<file path="config.mk">
export PLATFORM = sky130hd
export DESIGN_NAME = enclave_track_evict_checks
export DESIGN_NICKNAME = d
export VERILOG_FILES = /design/src/enclave_pkg.sv /design/src/page_seal_unit.sv /design/src/enclave_track_evict_checks.sv
export SDC_FILE = /design/constraint.sdc
export NUM_CORES = 1
export LEC_CHECK = 0
export BUFFER_PORTS_ARGS = -buffer_cell sky130_fd_sc_hd__buf_2
export CELL_PAD_IN_SITES_DETAIL_PLACEMENT = 1
export CELL_PAD_IN_SITES_GLOBAL_PLACEMENT = 1
export CORE_ASPECT_RATIO = 1.2
export CORE_MARGIN = 4
export CORE_UTILIZATION = 40
export CTS_BUF_LIST = sky130_fd_sc_hd__clkbuf_2 sky130_fd_sc_hd__clkbuf_4 sky130_fd_sc_hd__clkbuf_8
export CTS_CLUSTER_DIAMETER = 150
export CTS_CLUSTER_SIZE = 12
export DETAILED_ROUTE_END_ITERATION = 10
export GPL_TIMING_DRIVEN = 1
export PLACE_DENSITY_LB_ADDON = 0.1
export REMOVE_ABC_BUFFERS = 1
export SLEW_MARGIN = 40
export SYNTH_ARGS = -nofsm -noshare
export SYNTH_HDL_FRONTEND = slang
export SYNTH_HIERARCHICAL = 1
export SYNTH_SLANG_ARGS = --single-unit
</file>
<file path="constraint.sdc">
create_clock -name CLK_SYS -period 4.45 [get_ports CLK_SYS]
set_input_delay 0.89 -clock CLK_SYS [delete_from_list [all_inputs] [get_ports CLK_SYS]]
set_output_delay 0.89 -clock CLK_SYS [all_outputs]
set_load 0.01 [all_outputs]
</file>
<file path="src/enclave_pkg.sv">
// constants and types shared by the enclave leaf checker
package enclave_pkg;
    // register byte offsets
    localparam logic [7:0] OFS_CMD = 8'h00;
    localparam logic [7:0] OFS_LEAF = 8'h04;
    localparam logic [7:0] OFS_COUNT_LO = 8'h08;
    localparam logic [7:0] OFS_COUNT_HI = 8'h0C;
    localparam logic [7:0] OFS_BASE = 8'h10;
    localparam logic [7:0] OFS_DATA = 8'h14;
    localparam logic [7:0] OFS_CONTEXT = 8'h18;
    localparam logic [7:0] OFS_SEG_LIMIT = 8'h1C;
    localparam logic [7:0] OFS_PAGE_WORD = 8'h20;
    localparam logic [7:0] OFS_PAGE_KEY = 8'h24;
    localparam logic [7:0] OFS_ACC_OUT = 8'h28;
    localparam logic [7:0] OFS_RESULT = 8'h2C;
    localparam logic [7:0] OFS_FLAGS = 8'h30;
    localparam logic [7:0] OFS_FAULT_ADDR = 8'h34;
    localparam logic [7:0] OFS_SEALED = 8'h38;
    localparam logic [7:0] OFS_IRQ_STAT = 8'h3C;
    localparam logic [7:0] OFS_IRQ_MASK = 8'h40;
    // bus answers
    localparam logic [1:0] RESP_OKAY = 2'h0;
    localparam logic [1:0] RESP_SLVERR = 2'h2;
    // leaf indices in the accumulator
    localparam logic [31:0] LEAF_WRITEBACK = 32'h0000000B;
    localparam logic [31:0] LEAF_TRACK = 32'h0000000C;
    // alignment masks
    localparam logic [31:0] MASK_4K = 32'h00000FFF;
    localparam logic [31:0] MASK_32B = 32'h0000001F;
    localparam logic [31:0] MASK_8B = 32'h00000007;
    // context register fields
    localparam int CTX_CPL = 0;
    localparam int CTX_LONG = 2;
    localparam int CTX_IN_CACHE = 3;
    localparam int CTX_MAP_VALID = 4;
    localparam int CTX_TYPE = 5;
    localparam int CTX_TRK_BUSY = 8;
    localparam int CTX_TRK_PEND = 9;
    localparam int CTX_CONFLICT = 10;
    localparam int CTX_SLOT_IN_CACHE = 11;
    localparam logic [1:0] CPL_SUPER = 2'h0;
    localparam int CANON_LSB = 15;
    // interrupt status bits
    localparam int IRQ_DONE = 0;
    localparam int IRQ_FAULT = 1;
    // sealing unit
    localparam logic [2:0] SEAL_LAST = 3'h3;
    localparam int SEAL_ROT = 5;

    typedef enum logic [1:0] {S_IDLE = 2'b00, S_EVAL = 2'b01, S_SEAL = 2'b10} state_t;
    typedef enum logic [1:0] {F_NONE = 2'b00, F_GP = 2'b01, F_PF = 2'b10} fault_t;
    typedef struct packed {logic sf; logic of; logic af; logic pf; logic cf; logic zf;} flags_t;
    typedef struct packed {fault_t fault; logic [31:0] faddr; logic [31:0] acc; logic zf;} outcome_t;
    typedef struct packed {logic [31:0] word; logic [31:0] key;} seal_req_t;
endpackage

</file>
<file path="src/page_seal_unit.sv">
// keyed word scrambler protecting page data on write-out
`timescale 1ns/1ps
`default_nettype none
module page_seal_unit (
    // clock and reset
    input wire logic clk,
    input wire logic rst_n,
    // request
    input wire logic start,
    input wire enclave_pkg::seal_req_t req,
    // answer
    output logic done,
    output logic [31:0] result
);
    import enclave_pkg::*;

    typedef struct packed {logic busy; logic [2:0] cnt; logic [31:0] x; logic [31:0] key; logic done;} seal_st_t;
    seal_st_t s, n;

    // one round: rotate, then mix in key plus round number
    always_comb begin
        n = s;
        n.done = 1'b0;
        if (!s.busy && start) begin
            n.busy = 1'b1;
            n.cnt = '0;
            n.x = req.word ^ req.key;
            n.key = req.key;
        end else if (s.busy) begin
            n.x = ((s.x << SEAL_ROT) | (s.x >> (32 - SEAL_ROT))) ^ (s.key + {29'h0, s.cnt});
            n.cnt = s.cnt + 3'h1;
            if (s.cnt == SEAL_LAST) begin
                n.busy = 1'b0;
                n.done = 1'b1;
            end
        end
    end

    // state register
    always_ff @(posedge clk or negedge rst_n) begin
        if (!rst_n) begin
            s <= '0;
        end else begin
            s <= n;
        end
    end

    assign done = s.done;
    assign result = s.x;
endmodule // page_seal_unit
`default_nettype wire

</file>
<file path="src/enclave_track_evict_checks.sv">
// enclave leaf checker: tracking activation and page write-back front end
//
// The placing of the registers and register access over AXI4-Lite were left to the implementer.
`timescale 1ns/1ps
`default_nettype none
module enclave_track_evict_checks #(
    parameter logic [31:0] PREV_TRK_CODE = 32'h00000001,
    parameter logic [2:0] CONTROL_TYPE = 3'h0
) (
    // clock and reset
    input wire logic CLK_SYS,
    input wire logic RST_N,
    // axi4-lite write
    input wire logic [7:0] S_AXI_AWADDR,
    input wire logic S_AXI_AWVALID,
    output logic S_AXI_AWREADY,
    input wire logic [31:0] S_AXI_WDATA,
    input wire logic [3:0] S_AXI_WSTRB,
    input wire logic S_AXI_WVALID,
    output logic S_AXI_WREADY,
    output logic [1:0] S_AXI_BRESP,
    output logic S_AXI_BVALID,
    input wire logic S_AXI_BREADY,
    // axi4-lite read
    input wire logic [7:0] S_AXI_ARADDR,
    input wire logic S_AXI_ARVALID,
    output logic S_AXI_ARREADY,
    output logic [31:0] S_AXI_RDATA,
    output logic [1:0] S_AXI_RRESP,
    output logic S_AXI_RVALID,
    input wire logic S_AXI_RREADY,
    // interrupt
    output logic IRQ
);
    import enclave_pkg::*;
    typedef struct packed {
        state_t st;
        logic aw_h;
        logic [7:0] awa;
        logic w_h;
        logic [31:0] wd;
        logic [3:0] ws;
        logic bv;
        logic [1:0] br;
        logic rv;
        logic [31:0] rd;
        logic [1:0] rr;
        logic [31:0] leaf;
        logic [31:0] cnt_lo;
        logic [31:0] cnt_hi;
        logic [31:0] base;
        logic [31:0] data;
        logic [31:0] ctx;
        logic [31:0] limit;
        logic [31:0] word;
        logic [31:0] key;
        logic [31:0] acc;
        logic [31:0] faddr;
        logic [31:0] sealed;
        fault_t fault;
        flags_t flags;
        logic [1:0] irq_st;
        logic [1:0] irq_mask;
    } regs_t;
    regs_t r, n;
    outcome_t ev;
    logic seal_go;
    logic seal_done;
    logic [31:0] seal_res;
    seal_req_t seal_req;
    // ***************************************
    // helpers
    // ***************************************
    function automatic logic is_aligned(input logic [31:0] a, input logic [31:0] m);
        return (a & m) == 32'h0;
    endfunction
    function automatic logic is_canonical(input logic [31:0] hi);
        return (&hi[31:CANON_LSB]) | ~(|hi[31:CANON_LSB]);
    endfunction
    function automatic logic [31:0] merge(input logic [31:0] o, input logic [31:0] d, input logic [3:0] b);
        logic [31:0] m;
        m = o;
        for (int i = 0; i < 4; i++) begin
            if (b[i]) begin
                m[i*8 +: 8] = d[i*8 +: 8];
            end
        end
        return m;
    endfunction
    // checks of one leaf in the documented order
    function automatic outcome_t evaluate(input regs_t s);
        outcome_t o;
        logic lng;
        logic over;
        o = '{fault: F_NONE, faddr: s.cnt_lo, acc: 32'h0, zf: 1'b0};
        lng = s.ctx[CTX_LONG];
        over = (s.cnt_lo > s.limit) || (s.leaf == LEAF_WRITEBACK && (s.base > s.limit || s.data > s.limit));
        if (s.leaf != LEAF_TRACK && s.leaf != LEAF_WRITEBACK) begin
            o.fault = F_GP;
        end else if (s.ctx[CTX_CPL +: 2] != CPL_SUPER) begin
            o.fault = F_GP;
        end else if (lng && !is_canonical(s.cnt_hi)) begin
            o.fault = F_GP;
        end else if (!lng && over) begin
            o.fault = F_GP;
        end else if (!is_aligned(s.cnt_lo, MASK_4K)) begin
            o.fault = F_GP;
        end else if (s.leaf == LEAF_TRACK) begin
            if (!s.ctx[CTX_IN_CACHE]) begin
                o.fault = F_PF;
            end else if (s.ctx[CTX_TRK_BUSY]) begin
                o.fault = F_GP;
            end else if (s.ctx[CTX_CONFLICT]) begin
                o.fault = F_GP;
            end else if (!s.ctx[CTX_MAP_VALID]) begin
                o.fault = F_PF;
            end else if (s.ctx[CTX_TYPE +: 3] != CONTROL_TYPE) begin
                o.fault = F_PF;
            end else if (s.ctx[CTX_TRK_PEND]) begin
                o.acc = PREV_TRK_CODE;
                o.zf = 1'b1;
            end
        end else begin
            // info in base, page in count, slot in data
            if (!is_aligned(s.base, MASK_32B)) begin
                o.fault = F_GP;
            end else if (!s.ctx[CTX_IN_CACHE]) begin
                o.fault = F_PF;
            end else if (!is_aligned(s.data, MASK_8B)) begin
                o.fault = F_GP;
            end else if (!s.ctx[CTX_SLOT_IN_CACHE]) begin
                o.fault = F_PF;
                o.faddr = s.data;
            end else if (s.ctx[CTX_CONFLICT]) begin
                o.fault = F_GP;
            end else if (!s.ctx[CTX_MAP_VALID]) begin
                o.fault = F_PF;
            end
        end
        return o;
    endfunction
    // ***************************************
    // next state
    // ***************************************
    always_comb begin
        n = r;
        seal_go = 1'b0;
        ev = evaluate(r);
        // write channel capture, either order
        if (S_AXI_AWVALID && !r.aw_h) begin
            n.aw_h = 1'b1;
            n.awa = S_AXI_AWADDR;
        end
        if (S_AXI_WVALID && !r.w_h) begin
            n.w_h = 1'b1;
            n.wd = S_AXI_WDATA;
            n.ws = S_AXI_WSTRB;
        end
        if (r.bv && S_AXI_BREADY) begin
            n.bv = 1'b0;
        end
        // register write once both halves are held
        if (r.aw_h && r.w_h && !r.bv) begin
            n.aw_h = 1'b0;
            n.w_h = 1'b0;
            n.bv = 1'b1;
            n.br = RESP_OKAY;
            case (r.awa)
                OFS_CMD: begin
                    if (r.ws[0] && r.wd[0] && r.st == S_IDLE) begin
                        n.st = S_EVAL;
                    end
                end
                OFS_LEAF: n.leaf = merge(r.leaf, r.wd, r.ws);
                OFS_COUNT_LO: n.cnt_lo = merge(r.cnt_lo, r.wd, r.ws);
                OFS_COUNT_HI: n.cnt_hi = merge(r.cnt_hi, r.wd, r.ws);
                OFS_BASE: n.base = merge(r.base, r.wd, r.ws);
                OFS_DATA: n.data = merge(r.data, r.wd, r.ws);
                OFS_CONTEXT: n.ctx = merge(r.ctx, r.wd, r.ws);
                OFS_SEG_LIMIT: n.limit = merge(r.limit, r.wd, r.ws);
                OFS_PAGE_WORD: n.word = merge(r.word, r.wd, r.ws);
                OFS_PAGE_KEY: n.key = merge(r.key, r.wd, r.ws);
                OFS_FLAGS: n.flags = flags_t'(6'(merge({26'h0, r.flags}, r.wd, r.ws)));
                OFS_IRQ_MASK: n.irq_mask = 2'(merge({30'h0, r.irq_mask}, r.wd, r.ws));
                OFS_ACC_OUT, OFS_RESULT, OFS_FAULT_ADDR, OFS_SEALED, OFS_IRQ_STAT: ;
                default: n.br = RESP_SLVERR;
            endcase
        end
        // read channel
        if (r.rv && S_AXI_RREADY) begin
            n.rv = 1'b0;
        end
        if (S_AXI_ARVALID && !r.rv) begin
            n.rv = 1'b1;
            n.rr = RESP_OKAY;
            n.rd = 32'h0;
            case (S_AXI_ARADDR)
                OFS_CMD: n.rd = {31'h0, r.st != S_IDLE};
                OFS_LEAF: n.rd = r.leaf;
                OFS_COUNT_LO: n.rd = r.cnt_lo;
                OFS_COUNT_HI: n.rd = r.cnt_hi;
                OFS_BASE: n.rd = r.base;
                OFS_DATA: n.rd = r.data;
                OFS_CONTEXT: n.rd = r.ctx;
                OFS_SEG_LIMIT: n.rd = r.limit;
                OFS_PAGE_WORD: n.rd = r.word;
                OFS_PAGE_KEY: n.rd = r.key;
                OFS_ACC_OUT: n.rd = r.acc;
                OFS_RESULT: n.rd = {30'h0, r.fault};
                OFS_FLAGS: n.rd = {26'h0, r.flags};
                OFS_FAULT_ADDR: n.rd = r.faddr;
                OFS_SEALED: n.rd = r.sealed;
                OFS_IRQ_STAT: begin
                    n.rd = {30'h0, r.irq_st};
                    n.irq_st = 2'h0; // read clears, events below win
                end
                OFS_IRQ_MASK: n.rd = {30'h0, r.irq_mask};
                default: n.rr = RESP_SLVERR;
            endcase
        end
        // leaf sequencer
        case (r.st)
            S_IDLE: ;
            S_EVAL: begin
                n.fault = ev.fault;
                if (ev.fault != F_NONE) begin
                    n.faddr = ev.faddr;
                    n.irq_st[IRQ_FAULT] = 1'b1;
                    n.irq_st[IRQ_DONE] = 1'b1;
                    n.st = S_IDLE;
                end else begin
                    n.acc = ev.acc;
                    n.flags = '0;
                    n.flags.zf = ev.zf;
                    if (r.leaf == LEAF_WRITEBACK) begin
                        seal_go = 1'b1;
                        n.st = S_SEAL;
                    end else begin
                        n.irq_st[IRQ_DONE] = 1'b1;
                        n.st = S_IDLE;
                    end
                end
            end
            S_SEAL: begin
                if (seal_done) begin
                    n.sealed = seal_res;
                    n.irq_st[IRQ_DONE] = 1'b1;
                    n.st = S_IDLE;
                end
            end
            default: n.st = S_IDLE;
        endcase
    end

    // state register
    always_ff @(posedge CLK_SYS or negedge RST_N) begin
        if (!RST_N) begin
            r <= '0;
        end else begin
            r <= n;
        end
    end

    // ***************************************
    // sealing unit and outputs
    // ***************************************
    assign seal_req = '{word: r.word, key: r.key};
    page_seal_unit u_seal (
        .clk(CLK_SYS),
        .rst_n(RST_N),
        .start(seal_go),
        .req(seal_req),
        .done(seal_done),
        .result(seal_res)
    );
    assign S_AXI_AWREADY = !r.aw_h;
    assign S_AXI_WREADY = !r.w_h;
    assign S_AXI_BVALID = r.bv;
    assign S_AXI_BRESP = r.br;
    assign S_AXI_ARREADY = !r.rv;
    assign S_AXI_RVALID = r.rv;
    assign S_AXI_RDATA = r.rd;
    assign S_AXI_RRESP = r.rr;
    assign IRQ = |(r.irq_st & r.irq_mask);

    logic ev_trk;
    logic pre_ok;
    logic trk_ok;
    assign ev_trk = r.st == S_EVAL && r.leaf == LEAF_TRACK;
    assign pre_ok = r.ctx[CTX_CPL +: 2] == CPL_SUPER && r.ctx[CTX_LONG] && is_canonical(r.cnt_hi);
    assign trk_ok = ev_trk && pre_ok && is_aligned(r.cnt_lo, MASK_4K) && r.ctx[CTX_IN_CACHE]
        && !r.ctx[CTX_TRK_BUSY] && !r.ctx[CTX_CONFLICT] && r.ctx[CTX_MAP_VALID]
        && r.ctx[CTX_TYPE +: 3] == CONTROL_TYPE;
endmodule // enclave_track_evict_checks
`default_nettype wire

</file>
==> results_dict.tcl, run 1 <==
set metrics [dict create \
    status "finished clean" \
    layout-drive-gt1-share 0.305 \
    p_total_uw 13800 \
    synth-seq-area-share 0.483 \
    min_period_ns 4.22 \
    ys_ff_latch 518 \
    setup_viol 0 \
    p_leak_uw 0.0137 \
    relSlewSlack 0.379 \
    cts.sinks 518 \
    p_per_area_nw_per_um2 475 \
    io_pins 101 \
    layout_common_cells "dfrtp_1, mux2_2, nand2_1" \
    fmax_mhz 237 \
    synth_ff_type "dfrtp_1" \
    synthToLayoutAreaGrowth_pct 7.83 \
    dpl.hpwl_mm 72.9 \
    finalInstanceArea_um2 29000 \
    synth_warnings 6 \
    drtAntennaViolNets 0 \
    track_usage 0.276 \
    first_global_vias 20900 \
    viasPerCell 6.21 \
    wl_per_cell_um 31.7 \
    synth_edf_count 0 \
    vias 19600 \
    cap_violations 0 \
    detail_route.first_pass.iterations 6 \
    crit_buf_inv 2 \
    hold_viol 0 \
    cts_tree "built" \
    rsz0062_at_grt "no" \
    peakVddDrop_v 0.000562 \
    postPlaceCellArea_um2 28200 \
    core_area_um2 66100 \
    crit_end "r[51]" \
    syn_inst 2243 \
    r2r-end "r[51]" \
    drcViolationCount 0 \
    maxSlewViolCount 0 \
    start_util 0.406 \
    postCtsResizedCells 0 \
    hold_class "input pin to asynchronous set/reset pin" \
    crit_cells 11 \
    drt_iter0_markers 1454 \
    syn_avg_cell_area_um2 12.0 \
    cp.required_ns 5.01 \
    cts-root-buf "clkbuf_8" \
    die_x_um 245 \
    critPathKind "flip-flop to flip-flop" \
    cts_setup_buffers 0 \
    setup_ws_ns 0.232 \
    end_kind "flip-flop" \
    utilization 0.438 \
    htree_levels 2 \
    critPathArrivalTime_ns 4.78 \
    clk_pin_slew_ns 0.09 \
    gp_congestion 0.917 \
    reg2regPathDepth 11 \
    die-area_um2 71400 \
    finClkSkew_ns 0.0717 \
    synth-async-reset-ratio 1.00 \
    slowest_stage "o311ai_0" \
    die_h_um 292 \
    worst_pin_slew_ns 0.931 \
    grt_max_degree 104 \
    synth_cell_type_count 78 \
    cp_cell_sequence "inv_1 -> ha_1 -> nand4_1 -> nor2_1 -> a221o_1 -> o311ai_0 -> a21boi_2 -> o211ai_1 -> o41a_2 -> buf_4 -> mux2_4" \
    grt_overflow_total 0 \
    path_delay_family "compound AO/OA/AOI/OAI gates" \
    pre_cts_ws_ns 0.382 \
    r2r_slack_ns 0.23 \
    rr_startpoint "r[186]" \
    startpoint "r[186]" \
    drt-total-wl_mm 100 \
    cts_made_buffers 49 \
    port_buffers 98 \
    n_fill_cell 6963 \
    clk_latency_ns 0.71 \
    worstPathMaxFanout 8 \
    hold_buffers 0 \
    clockBufferDepth 3 \
    rows 103 \
    hold-worst-slack_ns 0.194 \
    finalCritPeriodShare 0.948 \
    grt_pass1_wl_mm 147 \
    antenna_found_initial 1 \
    layout.nets 2426 \
    critPathMaxStageDelay_ns 0.73 \
    syn_area_um2 26800 \
    start_kind "flip-flop" \
    final_common_cell "dfrtp_1" \
]
==> flip-flops by register name, summed over array words and instances (netlist names) <==
signal and cells:
u_seal/result 32, r 413, S_AXI_RDATA 32, u_seal/s 36, S_AXI_RVALID 1, S_AXI_RRESP 1
S_AXI_BRESP 1, u_seal/done 1, S_AXI_BVALID 1
==> cell families (layout without fill, tap and decap cells) <==
group | count (synthesis) | in the layout | synth area share
compound gates | 423 | 423 | 0.121
xor+xnor | 74 | 74 | 0.0241
fa+ha+maj | 106 | 106 | 0.0497
buf+inv | 242 | 262 | 0.0449
flops | 518 | 518 | 0.483
mux | 456 | 456 | 0.197
other cells | 1 | 4 | 0.000140
simple gates | 423 | 423 | 0.0808
==> layer usage <==
metal / global-route usage / up-vias / part of all wire
met5: 0 / - / 0
met1: 0.353 / 10400 / 0.41
met3: 0.0269 / 198 / 0.041
met4: 0.120 / 0 / 0.054
met2: 0.479 / 608 / 0.50
li1: - / 8376 / -
==> power breakdown <==
group	switching, uW	internal, uW	total, uW	leakage, uW
clock	1710	1030	2740	0.000381
sequential	1180	5330	6520	0.00710
combinational	2650	1840	4500	0.00618
total	5550	8200	13800	0.0137
==> metrics by stage <==
step           std cells  TNS (ns)
5_1_grt             3157         0
3_3_place_gp        3102         0
3_5_place_dp        3102         0
2_1_floorplan       2058   -147.79
6_report            3158         0
4_1_cts             3156         0
==> how the worst min path moves through the flow <==
| stage | startpoint | to | slack, ns |
|---|---|---|---|
| 6_report | RST_N | r[438] | 0.19 |
| 5_1_grt | RST_N | r[438] | 0.21 |
| 4_1_cts | RST_N | r[156] | 0.20 |
| 3_5_place_dp | S_AXI_RDATA[0] | S_AXI_RDATA[0] | 0.47 |
| 3_3_place_gp | S_AXI_RDATA[0] | S_AXI_RDATA[0] | 0.46 |
| 2_1_floorplan | r[435] | r[435] | 0.47 |
==> cell usage after synthesis, types with 4 or more instances <==
cell type  number  area (um2)
a211oi_1       15         113
a21o_1          7        52.6
a21oi_1        57         285
a221oi_1       36         315
a222oi_1       36         360
a22o_1         65         569
a22oi_1        65         488
a311o_1         4        40.0
a31o_1          5        43.8
a31oi_1        12        75.1
a41o_1          9        90.1
and2_1          8        50.1
and3_1          5        31.3
and4_1         12         105
buf_1          41         154
buf_4          68         510
buf_6           5        56.3
clkbuf_1       69         259
dfrtp_1       518       13000
ha_1          105        1310
inv_1          56         210
mux2_2        409        4610
mux2_4         40         601
mux2i_1         7        70.1
nand2_1       125         469
nand3_1        35         175
nand3b_1        9        67.6
nand4_1        63         394
nand4b_1        4        35.0
nor2_1         85         319
nor2b_1         8        50.1
nor3_1          9        45.0
nor4_1         28         175
o211ai_1       26         195
o21a_1          4        30.0
o21ai_0        41         205
o31a_1          4        35.0
o31ai_1         8        60.1
or3_1           7        43.8
or4_1           9        67.6
xnor2_1        56         490
xor2_1         18         158
==> area by class of cell <==
| cell class | instances | area (um2) | share of cell area |
|---|---|---|---|
| Antenna cell | 2 | 5.00 | 0.000173 |
| Sequential cell | 518 | 13000 | 0.448 |
| Inverter | 56 | 210 | 0.00726 |
| Tap cell | 892 | 1120 | 0.0385 |
| Multi-Input combinational cell | 1484 | 12800 | 0.444 |
| Clock buffer | 51 | 696 | 0.0240 |
| Timing Repair Buffer | 152 | 1080 | 0.0373 |
| Clock inverter | 3 | 31.3 | 0.00108 |
Power figures use the tool's default switching activity.
==> run 2, diff against run 1 <==
--- a/config.mk
+++ b/config.mk
@@ -5,7 +5,7 @@
 export SDC_FILE = /design/constraint.sdc
 export NUM_CORES = 1
 export LEC_CHECK = 0
-export BUFFER_PORTS_ARGS = -buffer_cell sky130_fd_sc_hd__buf_2
+export BUFFER_PORTS_ARGS = -buffer_cell sky130_fd_sc_hd__buf_4
 export CELL_PAD_IN_SITES_DETAIL_PLACEMENT = 1
 export CELL_PAD_IN_SITES_GLOBAL_PLACEMENT = 1
 export CORE_ASPECT_RATIO = 1.2
==> results_dict.tcl, run 2 (synthesis results as in run 1) <==
set metrics [dict create \
    status "finished clean" \
    layout.nets 2434 \
    postCtsResizedCells 0 \
    clk_latency_ns 0.70 \
    slowest_stage "o41a_2" \
    n_fill_cell 6876 \
    dpl.hpwl_mm 73.8 \
    cts_made_buffers 49 \
    layout_common_cells "dfrtp_1, mux2_2, buf_4" \
    port_buffers 98 \
    critPathMaxStageDelay_ns 0.69 \
    critPathArrivalTime_ns 4.62 \
    cts-root-buf "clkbuf_8" \
    rsz0062_at_grt "no" \
    pre_cts_ws_ns 0.482 \
    track_usage 0.279 \
    multi_input_area_um2 12900 \
    seqCellArea_um2 13000 \
    layout-drive-gt1-share 0.307 \
    viasPerCell 6.20 \
    cap_violations 0 \
    die_h_um 292 \
    rows 103 \
    relSlewSlack 0.392 \
    drtAntennaViolNets 0 \
    core_area_um2 66100 \
    setup_ws_ns 0.393 \
    finClkSkew_ns 0.0373 \
    grt_overflow_total 0 \
    start_kind "flip-flop" \
    synthToLayoutAreaGrowth_pct 9.08 \
    p_leak_uw 0.0138 \
    hold_viol 0 \
    setup_viol 0 \
    clockBufferDepth 3 \
    maxSlewViolCount 0 \
    drt-total-wl_mm 100 \
    worstPathMaxFanout 13 \
    placedCellCount 3110 \
    postPlaceCellArea_um2 28600 \
    finalCritPeriodShare 0.912 \
    cts_setup_buffers 0 \
    top_regs "r (413), u_seal/s (36)" \
    antenna_found_initial 3 \
    final_common_cell "dfrtp_1" \
    grt_pass1_wl_mm 148 \
    cts_tree "built" \
    path_delay_family "compound AO/OA/AOI/OAI gates" \
    finalNonFillerCells 3166 \
    hold_buffers 0 \
    drcViolationCount 0 \
    min_period_ns 4.06 \
    end_kind "flip-flop" \
    gp_congestion 0.943 \
    clk_pin_slew_ns 0.11 \
    cp_cell_sequence "inv_1 -> ha_1 -> nand4_1 -> nor2_1 -> a221o_1 -> o311ai_0 -> a21boi_2 -> o211ai_1 -> o41a_2 -> buf_4 -> mux2_4" \
    grt_max_degree 56 \
    p_total_uw 13800 \
    die-area_um2 71400 \
    drt_iter0_markers 1472 \
    wl_per_cell_um 31.7 \
    cts.sinks 518 \
    peakVddDrop_v 0.000595 \
    io_pins 101 \
    worst_pin_slew_ns 0.904 \
    cp.required_ns 5.01 \
    crit_buf_inv 2 \
    htree_levels 2 \
    hold_class "input pin to asynchronous set/reset pin" \
    largest_register_ffs 413 \
    hold-worst-slack_ns 0.0867 \
    vias 19600 \
    first_global_vias 21200 \
    p_per_area_nw_per_um2 471 \
    largest-register "r" \
    detail_route.first_pass.iterations 7 \
    fmax_mhz 247 \
    finalInstanceArea_um2 29300 \
    die_x_um 245 \
    start_util 0.406 \
    critPathKind "flip-flop to flip-flop" \
]
-- run 2: cell count changes in the layout (fill, tap and decap cells not counted) --
| cell | delta |
|---|---|
| buf_4 | +103 |
| clkinvlp_4 | +1 |
| nor4_2 | -1 |
| clkbuf_8 | -1 |
| nor4_4 | +1 |
| inv_8 | -1 |
| buf_12 | +1 |
| inv_6 | +1 |
| buf_2 | -97 |
| buf_16 | +1 |
-- run 2: power breakdown --
group / switching, uW / internal [uW]
clock network: 1710 / 1010
registers: 1200 / 5330
logic: 2670 / 1890
-- run 2: worst reg2reg max path: cells and delay by family, from the launching register on --
family | cells | cell delay, ns
AOI/OAI and AO/OA | 5 | 2.13
buffers and inverters | 2 | 0.40
DFF | 1 | 0.38
adders and majority gates | 1 | 0.34
muxes | 1 | 0.33
and+or+nand+nor | 2 | 0.33
-- run 2: per-layer routing --
metal,GRT usage,wire length (um),vias up
li1,-,-,8392
met1,0.355,41600,10500
met2,0.479,49800,548
met3,0.0323,3900,201
met4,0.125,5160,4
met5,0,21,-
-- run 2: final cells by class --
type | instances | area share
inverters | 56 | 0.00718
clock inverters | 4 | 0.00124
diodes | 2 | 0.000171
multi-input cells | 1484 | 0.439
well taps | 892 | 0.0381
clock buffers | 50 | 0.0233
flip-flops and latches | 518 | 0.443
repair buffers | 160 | 0.0484
-- run 2: worst paths after layout --
path	slack (ns)	start	cells past startpoint	end
max reg2reg	0.39	r[187]	11	r[50]
max in group asynchronous	3.19	RST_N	3	r[459]
min in group CLK_SYS	0.38	S_AXI_BREADY	2	S_AXI_BVALID
max	0.39	r[187]	11	r[50]
min reg2reg	0.48	S_AXI_RDATA[0]	2	S_AXI_RDATA[0]
min	0.09	RST_N	1	r[438]
-- run 2: metrics by stage --
step / setup TNS [ns] / util
2_1_floorplan: -147.79 / -
3_3_place_gp: 0 / 0.431
3_5_place_dp: 0 / 0.432
4_1_cts: 0 / 0.443
5_1_grt: 0 / 0.443
6_report: 0 / 0.443
